`config.mk`:
```
export PLATFORM = sky130hd
export DESIGN_NAME = usspi_top
export DESIGN_NICKNAME = d
export VERILOG_FILES = /design/src/rtl/usspi_pkg.sv /design/src/rtl/usspi_top.sv
export SDC_FILE = /design/constraint.sdc
export NUM_CORES = 1
export LEC_CHECK = 0
export ABC_AREA = 1
export BUFFER_PORTS_ARGS = -buffer_cell sky130_fd_sc_hd__buf_2
export CAP_MARGIN = 10
export CELL_PAD_IN_SITES_DETAIL_PLACEMENT = 0
export CELL_PAD_IN_SITES_GLOBAL_PLACEMENT = 1
export CORE_MARGIN = 4
export CORE_UTILIZATION = 41
export CTS_BUF_LIST = sky130_fd_sc_hd__clkbuf_8
export CTS_CLUSTER_SIZE = 8
export DETAILED_ROUTE_END_ITERATION = 16
export GPL_TIMING_DRIVEN = 0
export PLACE_DENSITY_LB_ADDON = 0.1
export RECOVER_POWER = 50
export SLEW_MARGIN = 20
export SYNTH_ARGS = -nofsm -noshare
export SYNTH_HDL_FRONTEND = slang
export SYNTH_SLANG_ARGS = --single-unit
export TNS_END_PERCENT = 50
```
`constraint.sdc`:
```
create_clock -name pclk -period 3.6 [get_ports pclk]
set_input_delay 0.72 -clock pclk [delete_from_list [all_inputs] [get_ports pclk]]
set_output_delay 0.72 -clock pclk [all_outputs]
set_load 0.005 [all_outputs]
```
`src/rtl/usspi_pkg.sv`:
```
// Shared constants, register map and carrier types of the USART SPI-mode channel
package usspi_pkg;

    // ----------------------------------------------------------------
    // Register byte addresses
    // ----------------------------------------------------------------
    localparam logic [7:0] A_RCTL = 8'h00;
    localparam logic [7:0] A_CTL = 8'h04;
    localparam logic [7:0] A_DIVLO = 8'h08;
    localparam logic [7:0] A_DIVHI = 8'h0C;
    localparam logic [7:0] A_MOD = 8'h10;
    localparam logic [7:0] A_RXBUF = 8'h14;
    localparam logic [7:0] A_TXBUF = 8'h18;
    localparam logic [7:0] A_ME2 = 8'h1C;
    localparam logic [7:0] A_IE1 = 8'h20;
    localparam logic [7:0] A_IE2 = 8'h24;
    localparam logic [7:0] A_FLAGS = 8'h28;

    // ----------------------------------------------------------------
    // Field positions
    // ----------------------------------------------------------------
    localparam int B_CONFLICT = 7;
    localparam int B_OVERRUN = 5;
    localparam int B_SPI_EN = 4;
    localparam int B_TXIE0 = 7;
    localparam int B_RXIE0 = 6;
    localparam int B_TXIE1 = 5;
    localparam int B_RXIE1 = 4;
    localparam int B_FLG_RX = 0;
    localparam int B_FLG_TX = 1;

    // ----------------------------------------------------------------
    // Reset values and fixed figures
    // ----------------------------------------------------------------
    localparam logic [7:0] RST_BYTE = 8'h00;
    localparam logic [7:0] RST_FLAGS = 8'h02;
    localparam logic [15:0] DIV_MIN = 16'h0002;
    localparam logic [3:0] BITS_8 = 4'h8;
    localparam logic [3:0] BITS_7 = 4'h7;
    localparam logic [23:0] RD_PAD = 24'h00_0000;

    // Engine states, one-hot
    typedef enum logic [1:0] {
        USSPI_IDLE = 2'b01,
        USSPI_SHIFT = 2'b10
    } usspi_state_t;

    // Control register layout
    typedef struct packed {
        logic [3:0] spare;
        logic seven_bit;
        logic pin_mode_select;
        logic clock_polarity_select;
        logic master;
    } usspi_ctl_t;

endpackage : usspi_pkg

```
`src/rtl/usspi_top.sv`:
```
// USART SPI-mode channel: transmit FIFO, APB register file and shift engine
`timescale 1ns/1ns

// ----------------------------------------------------------------
// Transmit FIFO
// ----------------------------------------------------------------
module usspi_fifo #(
    parameter int W = 8,
    parameter int D = 32
) (
    input wire logic pclk,
    input wire logic presetn,
    input wire logic in_valid,
    output logic in_ready,
    input wire logic [W-1:0] in_data,
    output logic out_valid,
    input wire logic out_ready,
    output logic [W-1:0] out_data
);
    localparam int AW = $clog2(D);

    typedef struct packed {
        logic [D-1:0][W-1:0] mem;
        logic [AW-1:0] wptr;
        logic [AW-1:0] rptr;
        logic [AW:0] count;
    } usspi_fifo_st_t;

    usspi_fifo_st_t s_ff;
    usspi_fifo_st_t nxt_s;
    logic push;
    logic pop;

    // Honest flags straight from the occupancy count
    assign in_ready = (s_ff.count != (AW+1)'(D));
    assign out_valid = (s_ff.count != '0);
    assign out_data = s_ff.mem[s_ff.rptr];
    assign push = in_valid && in_ready;
    assign pop = out_valid && out_ready;

    // Pointers wrap explicitly so any depth works
    always_comb begin
        nxt_s = s_ff;
        if (push) begin
            nxt_s.mem[s_ff.wptr] = in_data;
            nxt_s.wptr = (s_ff.wptr == AW'(D-1)) ? '0 : s_ff.wptr + AW'(1);
        end
        if (pop) begin
            nxt_s.rptr = (s_ff.rptr == AW'(D-1)) ? '0 : s_ff.rptr + AW'(1);
        end
        nxt_s.count = s_ff.count + (AW+1)'(push) - (AW+1)'(pop);
    end

    always_ff @(posedge pclk or negedge presetn) begin
        if (!presetn) begin
            s_ff <= '0;
        end else begin
            s_ff <= nxt_s;
        end
    end
endmodule : usspi_fifo

// ----------------------------------------------------------------
// Channel top
// ----------------------------------------------------------------
module usspi_top #(
    parameter int CHANNEL = 1,
    parameter int FIFO_DEPTH = 32
) (
    input wire logic pclk,
    input wire logic presetn,
    input wire logic psel,
    input wire logic penable,
    input wire logic pwrite,
    input wire logic [7:0] paddr,
    input wire logic [31:0] pwdata,
    output logic [31:0] prdata,
    output logic pready,
    output logic pslverr,
    input wire logic serial_clock_pin_i,
    output logic serial_clock_pin_o,
    output logic serial_clock_pin_oe,
    input wire logic simo_i,
    output logic simo_o,
    output logic simo_oe,
    input wire logic somi_i,
    output logic somi_o,
    output logic somi_oe,
    input wire logic slave_select_pin_i,
    output logic tx_irq,
    output logic rx_irq
);
    typedef struct packed {
        logic [7:0] rctl;
        logic [7:0] ctl;
        logic [7:0] div_lo;
        logic [7:0] div_hi;
        logic [7:0] modul;
        logic [7:0] rxbuf;
        logic [7:0] txlast;
        logic [7:0] me2;
        logic [7:0] ie1;
        logic [7:0] ie2;
        logic rx_flag;
        logic tx_flag;
        logic [2:0] sck_s;
        logic [2:0] simo_s;
        logic [2:0] somi_s;
        logic [2:0] ss_s;
        usspi_pkg::usspi_state_t st;
        logic [15:0] dcnt;
        logic [3:0] bcnt;
        logic [7:0] tx_sh;
        logic [7:0] rx_sh;
        logic sclk;
        logic dout;
        logic [31:0] prdata;
    } usspi_st_t;

    usspi_st_t s_ff;
    usspi_st_t nxt_s;
    usspi_pkg::usspi_ctl_t c;
    logic acc, fire, wr, rd, en, sel, din, lead, trail, done, pop;
    logic f_in_ready, f_out_valid;
    logic [7:0] f_out_data, rx_char;
    logic [15:0] divc, half;
    logic [3:0] nbits;

    // Address decode is used for the error answer and to gate accepted transfers
    function automatic logic mapped(input logic [7:0] a);
        case (a)
            usspi_pkg::A_RCTL, usspi_pkg::A_CTL, usspi_pkg::A_DIVLO,
            usspi_pkg::A_DIVHI, usspi_pkg::A_MOD, usspi_pkg::A_RXBUF,
            usspi_pkg::A_TXBUF, usspi_pkg::A_ME2, usspi_pkg::A_IE1,
            usspi_pkg::A_IE2, usspi_pkg::A_FLAGS: mapped = 1'b1;
            default: mapped = 1'b0;
        endcase
    endfunction : mapped

    function automatic logic [7:0] rd_byte(input logic [7:0] a, input usspi_st_t s);
        case (a)
            usspi_pkg::A_RCTL: rd_byte = s.rctl;
            usspi_pkg::A_CTL: rd_byte = s.ctl;
            usspi_pkg::A_DIVLO: rd_byte = s.div_lo;
            usspi_pkg::A_DIVHI: rd_byte = s.div_hi;
            usspi_pkg::A_MOD: rd_byte = s.modul;
            usspi_pkg::A_RXBUF: rd_byte = s.rxbuf;
            usspi_pkg::A_TXBUF: rd_byte = s.txlast;
            usspi_pkg::A_ME2: rd_byte = s.me2;
            usspi_pkg::A_IE1: rd_byte = s.ie1;
            usspi_pkg::A_IE2: rd_byte = s.ie2;
            usspi_pkg::A_FLAGS: begin
                rd_byte = usspi_pkg::RST_BYTE;
                rd_byte[usspi_pkg::B_FLG_RX] = s.rx_flag;
                rd_byte[usspi_pkg::B_FLG_TX] = s.tx_flag;
            end
            default: rd_byte = usspi_pkg::RST_BYTE;
        endcase
    endfunction : rd_byte

    // ----------------------------------------------------------------
    // APB handshake
    // ----------------------------------------------------------------
    // Only a transmit write into a full FIFO stalls; all else is zero-wait
    assign acc = psel && penable;
    assign pready = !(acc && pwrite && (paddr == usspi_pkg::A_TXBUF) && !f_in_ready);
    assign pslverr = acc && !mapped(paddr);
    assign fire = acc && pready && mapped(paddr);
    assign wr = fire && pwrite;
    assign rd = fire && !pwrite;
    assign prdata = s_ff.prdata;

    // ----------------------------------------------------------------
    // Shared decode of configuration and pins
    // ----------------------------------------------------------------
    assign c = usspi_pkg::usspi_ctl_t'(s_ff.ctl);
    assign en = s_ff.me2[usspi_pkg::B_SPI_EN];
    assign sel = c.pin_mode_select || !s_ff.ss_s[1];
    assign din = c.master ? s_ff.somi_s[1] : s_ff.simo_s[1];
    assign divc = ({s_ff.div_hi, s_ff.div_lo} < usspi_pkg::DIV_MIN) ?
        usspi_pkg::DIV_MIN : {s_ff.div_hi, s_ff.div_lo};
    assign half = divc >> 1;
    assign nbits = c.seven_bit ? usspi_pkg::BITS_7 : usspi_pkg::BITS_8;
    assign rx_char = {s_ff.rx_sh[6:0], din};

    // Transmit data waits here; a full FIFO holds off the APB write
    usspi_fifo #(
        .W(8),
        .D(FIFO_DEPTH)
    ) u_txfifo (
        .pclk(pclk),
        .presetn(presetn),
        .in_valid(wr && (paddr == usspi_pkg::A_TXBUF)),
        .in_ready(f_in_ready),
        .in_data(pwdata[7:0]),
        .out_valid(f_out_valid),
        .out_ready(pop),
        .out_data(f_out_data)
    );

    // ----------------------------------------------------------------
    // Next-state logic
    // ----------------------------------------------------------------
    always_comb begin
        nxt_s = s_ff;
        lead = 1'b0;
        trail = 1'b0;
        done = 1'b0;
        pop = 1'b0;
        // Pin synchronisers; stage 2 vs 3 gives edges
        nxt_s.sck_s = {s_ff.sck_s[1:0], serial_clock_pin_i};
        nxt_s.simo_s = {s_ff.simo_s[1:0], simo_i};
        nxt_s.somi_s = {s_ff.somi_s[1:0], somi_i};
        nxt_s.ss_s = {s_ff.ss_s[1:0], slave_select_pin_i};
        if (psel && !penable) begin
            nxt_s.prdata = {usspi_pkg::RD_PAD, rd_byte(paddr, s_ff)};
        end

        // Shift engine
        unique case (s_ff.st)
            usspi_pkg::USSPI_IDLE: begin
                nxt_s.sclk = c.clock_polarity_select;
                nxt_s.dcnt = '0;
                nxt_s.bcnt = '0;
                if (en && c.master && f_out_valid) begin
                    pop = 1'b1;
                    nxt_s.tx_sh = f_out_data;
                    nxt_s.st = usspi_pkg::USSPI_SHIFT;
                end else if (en && !c.master && sel) begin
                    // A slave with nothing queued answers with zeros
                    pop = f_out_valid;
                    nxt_s.tx_sh = f_out_valid ? f_out_data : usspi_pkg::RST_BYTE;
                    nxt_s.st = usspi_pkg::USSPI_SHIFT;
                end
            end
            usspi_pkg::USSPI_SHIFT: begin
                if (c.master) begin
                    lead = (s_ff.dcnt == '0);
                    trail = (s_ff.dcnt == half);
                    nxt_s.dcnt = (s_ff.dcnt == divc - 16'h0001) ? '0 : s_ff.dcnt + 16'h0001;
                end else if (c.clock_polarity_select) begin
                    lead = s_ff.sck_s[2] && !s_ff.sck_s[1];
                    trail = !s_ff.sck_s[2] && s_ff.sck_s[1];
                end else begin
                    lead = !s_ff.sck_s[2] && s_ff.sck_s[1];
                    trail = s_ff.sck_s[2] && !s_ff.sck_s[1];
                end
                if (lead) begin
                    nxt_s.sclk = !c.clock_polarity_select;
                    nxt_s.dout = s_ff.tx_sh[7];
                    nxt_s.tx_sh = {s_ff.tx_sh[6:0], 1'b0};
                end
                if (trail) begin
                    nxt_s.sclk = c.clock_polarity_select;
                    nxt_s.rx_sh = rx_char;
                    nxt_s.bcnt = s_ff.bcnt + 4'h1;
                    if (s_ff.bcnt == nbits - 4'h1) begin
                        done = 1'b1;
                        nxt_s.st = usspi_pkg::USSPI_IDLE;
                    end
                end
                // Disable or slave deselect abandons a partial character
                if (!en || (!c.master && !sel)) begin
                    nxt_s.st = usspi_pkg::USSPI_IDLE;
                end
            end
            default: nxt_s.st = usspi_pkg::USSPI_IDLE;
        endcase

        // Software writes first, so hardware events below win over them
        if (wr) begin
            unique case (paddr)
                usspi_pkg::A_RCTL: nxt_s.rctl = pwdata[7:0];
                usspi_pkg::A_CTL: nxt_s.ctl = pwdata[7:0];
                usspi_pkg::A_DIVLO: nxt_s.div_lo = pwdata[7:0];
                usspi_pkg::A_DIVHI: nxt_s.div_hi = pwdata[7:0];
                usspi_pkg::A_MOD: nxt_s.modul = pwdata[7:0];
                usspi_pkg::A_TXBUF: begin
                    nxt_s.txlast = pwdata[7:0];
                    nxt_s.tx_flag = 1'b0;
                end
                usspi_pkg::A_ME2: nxt_s.me2 = pwdata[7:0];
                usspi_pkg::A_IE1: nxt_s.ie1 = pwdata[7:0];
                usspi_pkg::A_IE2: nxt_s.ie2 = pwdata[7:0];
                usspi_pkg::A_FLAGS: begin
                    nxt_s.rx_flag = pwdata[usspi_pkg::B_FLG_RX];
                    nxt_s.tx_flag = pwdata[usspi_pkg::B_FLG_TX];
                end
                default: ;
            endcase
        end
        if (rd && (paddr == usspi_pkg::A_RXBUF)) begin
            nxt_s.rctl[usspi_pkg::B_OVERRUN] = 1'b0;
            nxt_s.rx_flag = 1'b0;
        end

        // Hardware-set flags
        if (done) begin
            nxt_s.rxbuf = c.seven_bit ? {1'b0, rx_char[6:0]} : rx_char;
            nxt_s.rx_flag = 1'b1;
            if (s_ff.rx_flag && !(rd && (paddr == usspi_pkg::A_RXBUF))) begin
                nxt_s.rctl[usspi_pkg::B_OVERRUN] = 1'b1;
            end
        end
        if (en && c.master && !c.pin_mode_select && s_ff.ss_s[2] && !s_ff.ss_s[1]) begin
            nxt_s.rctl[usspi_pkg::B_CONFLICT] = 1'b1;
        end
        if (!f_out_valid && !(wr && (paddr == usspi_pkg::A_TXBUF))) begin
            nxt_s.tx_flag = 1'b1;
        end
    end

    // ----------------------------------------------------------------
    // State register
    // ----------------------------------------------------------------
    always_ff @(posedge pclk or negedge presetn) begin
        if (!presetn) begin
            s_ff <= '0;
            s_ff.tx_flag <= usspi_pkg::RST_FLAGS[usspi_pkg::B_FLG_TX];
            s_ff.st <= usspi_pkg::USSPI_IDLE;
        end else begin
            s_ff <= nxt_s;
        end
    end

    // ----------------------------------------------------------------
    // Pins and interrupt requests
    // ----------------------------------------------------------------
    // Master drives clock and data out; slave drives only when selected
    assign serial_clock_pin_o = s_ff.sclk;
    assign serial_clock_pin_oe = en && c.master;
    assign simo_o = s_ff.dout;
    assign simo_oe = en && c.master;
    assign somi_o = s_ff.dout;
    assign somi_oe = en && !c.master && sel;

    generate
        if (CHANNEL == 0) begin : g_ch0
            assign tx_irq = s_ff.tx_flag && s_ff.ie1[usspi_pkg::B_TXIE0];
            assign rx_irq = s_ff.rx_flag && s_ff.ie1[usspi_pkg::B_RXIE0];
        end else begin : g_ch1
            assign tx_irq = s_ff.tx_flag && s_ff.ie2[usspi_pkg::B_TXIE1];
            assign rx_irq = s_ff.rx_flag && s_ff.ie2[usspi_pkg::B_RXIE1];
        end
    endgenerate
endmodule : usspi_top

```
### Word-level counts from Yosys, hierarchy flattened

Cells that the tools add are included.

* multiplexer cells: 58
* reductions and logical operators: 77
* $lt $le $gt $ge: 4
* equality and inequality tests: 25
* add/subtract/negate cells: 8

Operators by type and width (count)
* $bwmux 256: 1
* $mux 8: 12
* $pmux 8 s11: 1
* $pmux 28 s2: 1
* $mux 16: 3
* $bmux 8 s5: 1
* $demux 8 s5: 1
* $mux 40: 1
* $reduce_and 2->1: 17
* $eq 8x5->1 const B: 4
* $logic_and 1x1->1: 29
* $eq 8x6->1 const B: 3
* $mux 1: 23
* $add 16x1->16 const B: 1
* $eq 16x15->1: 1
* $eq 16x16->1: 1
* $eq 8x4->1 const B: 2
* $logic_not 1->1: 16
* $logic_not 16->1: 1
* $lt 16x2->1 const B: 1
* $sub 16x1->16 const B: 1
* $mux 2: 7
* $lt 5x6->1 const B: 2
* $reduce_or 11->1: 1
* other kinds (26): 41

* register bits: 411

### Depth between registers and ports, before layout

* word-level depth: 13
* gate-level depth with buffers: 22
* mapped depth without buffers: 20

### Modules after synthesis

A second synthesis with hierarchy kept.

* cells, all modules: 2863
* area total of the unflattened synthesis: 22047.4 sq um

By module, submodules not included
* usspi_fifo: area an instance 13960.9 sq um, cells an instance 1834, instances 1
* usspi_top: area an instance 8086.5 sq um, cells an instance 1029, instances 1

### Least setup slack after synthesis

OpenSTA, ideal clock, no wires.

* path kind: in2reg
* from: input port paddr[7]
* to: register u_txfifo.s_ff[4] in the netlist's numbering
* stages: 18
* setup time: 0.079 ns
* setup slack: 0.429 ns
* arrival: 3.092 ns
* path buffers: 2
* cell sequence: nor2_2 nand3_2 nor2_2 nor4_1 nand2_1 nand2_2 nor2_8 nand2_4 buf_6 inv_1 buf_4 ha_1 inv_1 fa_1 inv_1 a21oi_1 o21ai_0 xor2_1

RTL lines
* from (decl): RTL line usspi_top.sv:75 `input wire logic [7:0] paddr,`
* to (signal assigned): RTL line usspi_top.sv:58 `s_ff <= nxt_s;`
* to (decl): RTL line usspi_top.sv:29 `usspi_fifo_st_t s_ff;`

### Final worst setup path

* from: register u_txfifo.s_ff[6] in the netlist's numbering
* to: register s_ff[42] in the netlist's numbering

* word-level cells in the longest chain between the ends: 6

Ends and longest elaborated chain
* $bmux 8 s5 (*): RTL line usspi_top.sv:37 `assign out_data = s_ff.mem[s_ff.rptr];`
* $mux 8 (implied by the code) (*): RTL line usspi_top.sv:37
* $mux 8: RTL line usspi_top.sv:232 `nxt_s.tx_sh = f_out_valid ? f_out_data : usspi_pkg::RST_BYTE;`
* $mux 8: RTL line usspi_top.sv:229 `end else if (en && !c.master && sel) begin`
* $mux 8 (*): RTL line usspi_top.sv:225 `if (en && c.master && f_out_valid) begin`
* $pmux 28 s2 (*): RTL line usspi_top.sv:220 `unique case (s_ff.st)`
* to (signal assigned): RTL line usspi_top.sv:322 `s_ff <= nxt_s;`
* to (decl): RTL line usspi_top.sv:120 `usspi_st_t s_ff;`

Every way passes the cells marked *; elsewhere a longest branch is shown, timed or not. The select of a mux whose other input is x is not followed.
A chain may end at the register's enable or synchronous reset.

==> impl_metrics.tcl <==
set metrics [dict create \
    place_congestion 1.00 \
    grt_max_degree 94 \
    cts_tree "done" \
    fin_util_pct 47.2 \
    drtPass1Iterations 5 \
    drv_cap 1 \
    yosysWarningCount 0 \
    die_w_um 234 \
    path_delay_family "buffers and inverters" \
    post-place-cells 3395 \
    clk_pin_slew_worst_paths_ns 0.06 \
    cts_buffer_depth 3 \
    synth_common_cells "nand2_1, o21ai_0, dfrtp_1" \
    path_cells "clkbuf_1 > clkinv_1 > clkbuf_1 > clkbuf_1 > o21ai_0 > o21ai_0 > o21ai_0 > a21oi_1 > o211ai_1 > nand2_1" \
    hold_class "in -> reg" \
    synthMuxAreaShare_pct 0 \
    slew_violations 80 \
    dr_total_vias 19600 \
    critPathKind "reg -> reg" \
    ys_seq_area_share_pct 49.0 \
    synth-simple-area-share_pct 21.9 \
    synth.distinct_cells 46 \
    insertion_delay_ns 0.67 \
    period_share_pct 103 \
    ios 91 \
    yosys.area_share.adder_pct 1.41 \
    wl_per_cell_um 24.1 \
    grt_pass1_vias 19000 \
    drive_gt1_share_pct 9.40 \
    io_buffers 34 \
    synth-async-reset-ratio_pct 100 \
    synth_xor_area_share_pct 1.71 \
    die_h_um 234 \
    detailedPlacementHpwl_mm 60.4 \
    netlist_instances 2662 \
    crit_buf_inv 4 \
    period_minus_slack_ns 3.70 \
    die_area_sq_um 54900 \
    synth_compound_area_share_pct 18.1 \
    gr-total-overflow 0 \
    startpoint_type "flip-flop" \
    hold_violations 0 \
    synthDominantCellAreaShare_pct 48.7 \
    placementRows 82 \
    synthToLayoutAreaGrowth_pct 13.1 \
    drc 0 \
    total_power_uw 10300 \
    wl_mm 85.1 \
    max_stage_delay_ns 0.75 \
    ys_ff_latch 411 \
    post_drt_via_cell_ratio 5.55 \
    grt_pass1_wl_mm 125 \
    vdd_drop_max_mv 0.201 \
    fin_skew_ns 0.0211 \
    leakage_uw 0.0118 \
    final.setup.worst_slack_ns -0.103 \
    path_max_fanout 10 \
    hold_buffers 0 \
    start_util_pct 41.7 \
    cts_buffers 76 \
    syn_area_per_cell_sq_um 7.89 \
    final_cells 3536 \
    endpoint_kind "flip-flop" \
    yosysTopAreaCell "dfrtp_1" \
    crit_slowest_cell "clkbuf_1" \
    cts_sinks 411 \
    rsz0062_at_grt "yes" \
    relSlewSlack_pct -42.3 \
    nets 2873 \
    ys_dominant_reg_cell "dfrtp_1" \
    max_freq_mhz 270 \
    fillers 5179 \
    cts_htree_levels 3 \
    required_ns 4.21 \
    post-cts-setup-buffer-count 0 \
    grt_usage_pct 31.0 \
    synth_area_leaders "dfrtp_1, nand2_1, o21ai_0" \
    drt_iter0_drc 2063 \
    synth_top_family_by_area "simple AND/OR/NAND/NOR gates" \
    violations "capacitance limit, slew limit, setup timing" \
    arrival_ns 4.31 \
    worst_pin_slew_ns 2.14 \
    synth-edff-count 0 \
    outcome "finished, violations left" \
    final-setup-viol-count 1 \
    power_density_nw_per_um2 432 \
    clockRootBuffer "clkbuf_8" \
    core-area_sq_um 50400 \
    drtAntennaViolNets 0 \
    antenna_found_initial 1 \
    syn_area_sq_um 21000 \
    synth_most_common_cell "nand2_1" \
]
[routing by layer]
metal	share of wire, %	routed length [um]	track usage, %
met2	47	40000	50.7
met3	7.0	5960	6.50
met1	41	34500	39.5
met4	5.5	4680	14.8
met5	0	0	0
[final timing paths]
check	start	to	slack, ns	depth (start not counted)
setup reg to reg	u_txfifo.s_ff[6]	s_ff[42]	-0.10	10
max in group asynchronous	presetn	u_txfifo.s_ff[65]	0.53	3
hold / removal	slave_select_pin_i	nxt_s[73]	0.17	1
hold reg to reg	nxt_s[79]	nxt_s[80]	0.34	0
setup / recovery	u_txfifo.s_ff[6]	s_ff[42]	-0.10	10
min in group asynchronous	presetn	u_txfifo.s_ff[1]	0.64	1
[cells by family after synthesis]
group                      count (synthesis)
other                                      1
and+or+nand+nor                         1103
buffers and inverters                    376
DFF                                      411
xor gates and xnor gates                  41
adders and majority gates                 23
AOI/OAI and AO/OA                        707
[flip-flops by register name, indices dropped and copies added, names as in the netlist]
signal / cells
simo_o: 1
c: 8
s_ff: 105
rx_char: 7
u_txfifo.s_ff: 272
nxt_s: 8
serial_clock_pin_o: 1
en: 1
prdata: 8
[cells in the final DEF, fill, tap and decap left out, types with 3 or more instances in the layout]
cell type,netlist,layout
nand2_1,751,751
o21ai_0,454,453
dfrtp_1,409,409
inv_1,187,213
nor2_1,183,183
clkbuf_1,116,109
clkbuf_8,0,98
nand3_1,79,77
a21oi_1,64,64
o21ai_1,62,63
o22ai_1,60,60
buf_4,41,42
buf_2,6,39
xor2_1,29,29
o211ai_1,25,25
nand4_1,25,25
nor2_4,23,24
conb_1,1,24
ha_1,22,22
xnor2_1,12,12
nor2_2,12,11
buf_6,10,11
buf_1,9,10
clkinv_2,0,10
o221ai_1,9,9
clkbuf_2,2,8
a221oi_1,8,8
o21a_1,8,8
nor3_1,7,7
nor4_1,6,6
or2_2,6,6
nand3_2,2,4
clkinv_1,5,4
nand2_2,3,3
a211oi_1,3,3
a31oi_1,3,3
clkinvlp_4,0,3
o21bai_1,3,3
a21boi_0,3,3
a2bb2oi_1,3,3
[layout make-up]
| class | count | area [sq um] | share of cell area (%) |
|---|---|---|---|
| inverters | 192 | 724 | 3.05 |
| repair buffers | 38 | 224 | 0.943 |
| diodes | 1 | 2.50 | 0.0105 |
| clock buffers | 98 | 1350 | 5.68 |
| well taps | 672 | 841 | 3.54 |
| clock inverters | 42 | 221 | 0.932 |
| multi-input cells | 1898 | 9160 | 38.6 |
| plain buffers | 184 | 942 | 3.97 |
| flip-flops and latches | 411 | 10300 | 43.3 |
[through the flow]
| step | worst slack (ns) | cell area [sq um] | TNS [ns] | hold WS, ns |
|---|---|---|---|---|
| floorplan | 0.429 | 21100 | 0 | 0.331 |
| global placement | -6.77 | 22100 | -2754.82 | 0.334 |
| detailed placement | -0.582 | 22200 | -1.37 | 0.336 |
| CTS | 0.000816 | 23800 | 0 | 0.0288 |
| global route | -0.00845 | 23800 | -0.00845 | 0.127 |
| finish | -0.103 | 23800 | -0.103 | 0.171 |
[power by group]
part	internal [uW]	total [uW]	switching [uW]	leakage, uW
Sequential	4730	4800	66.7	0.00520
Clock	2520	4650	2130	0.000911
Combinational	264	811	548	0.00573
Total	7520	10300	2740	0.0118
[what timing repair did]
action,CTS,global route
gates resized for setup,1,20
endpoints found under the hold margin,0,0
endpoints found under the setup margin,2,7
gates cloned,0,0
[worst register-to-register path, stage by stage (launching register included)]
cell	delay, ns
dfrtp_1	0.38
clkbuf_1	0.20
clkinv_1	0.22
clkbuf_1	0.60
clkbuf_1	0.75
o21ai_0	0.24
o21ai_0	0.41
o21ai_0	0.16
a21oi_1	0.41
o211ai_1	0.19
nand2_1	0.10
Power figures use the tool's default switching activity.
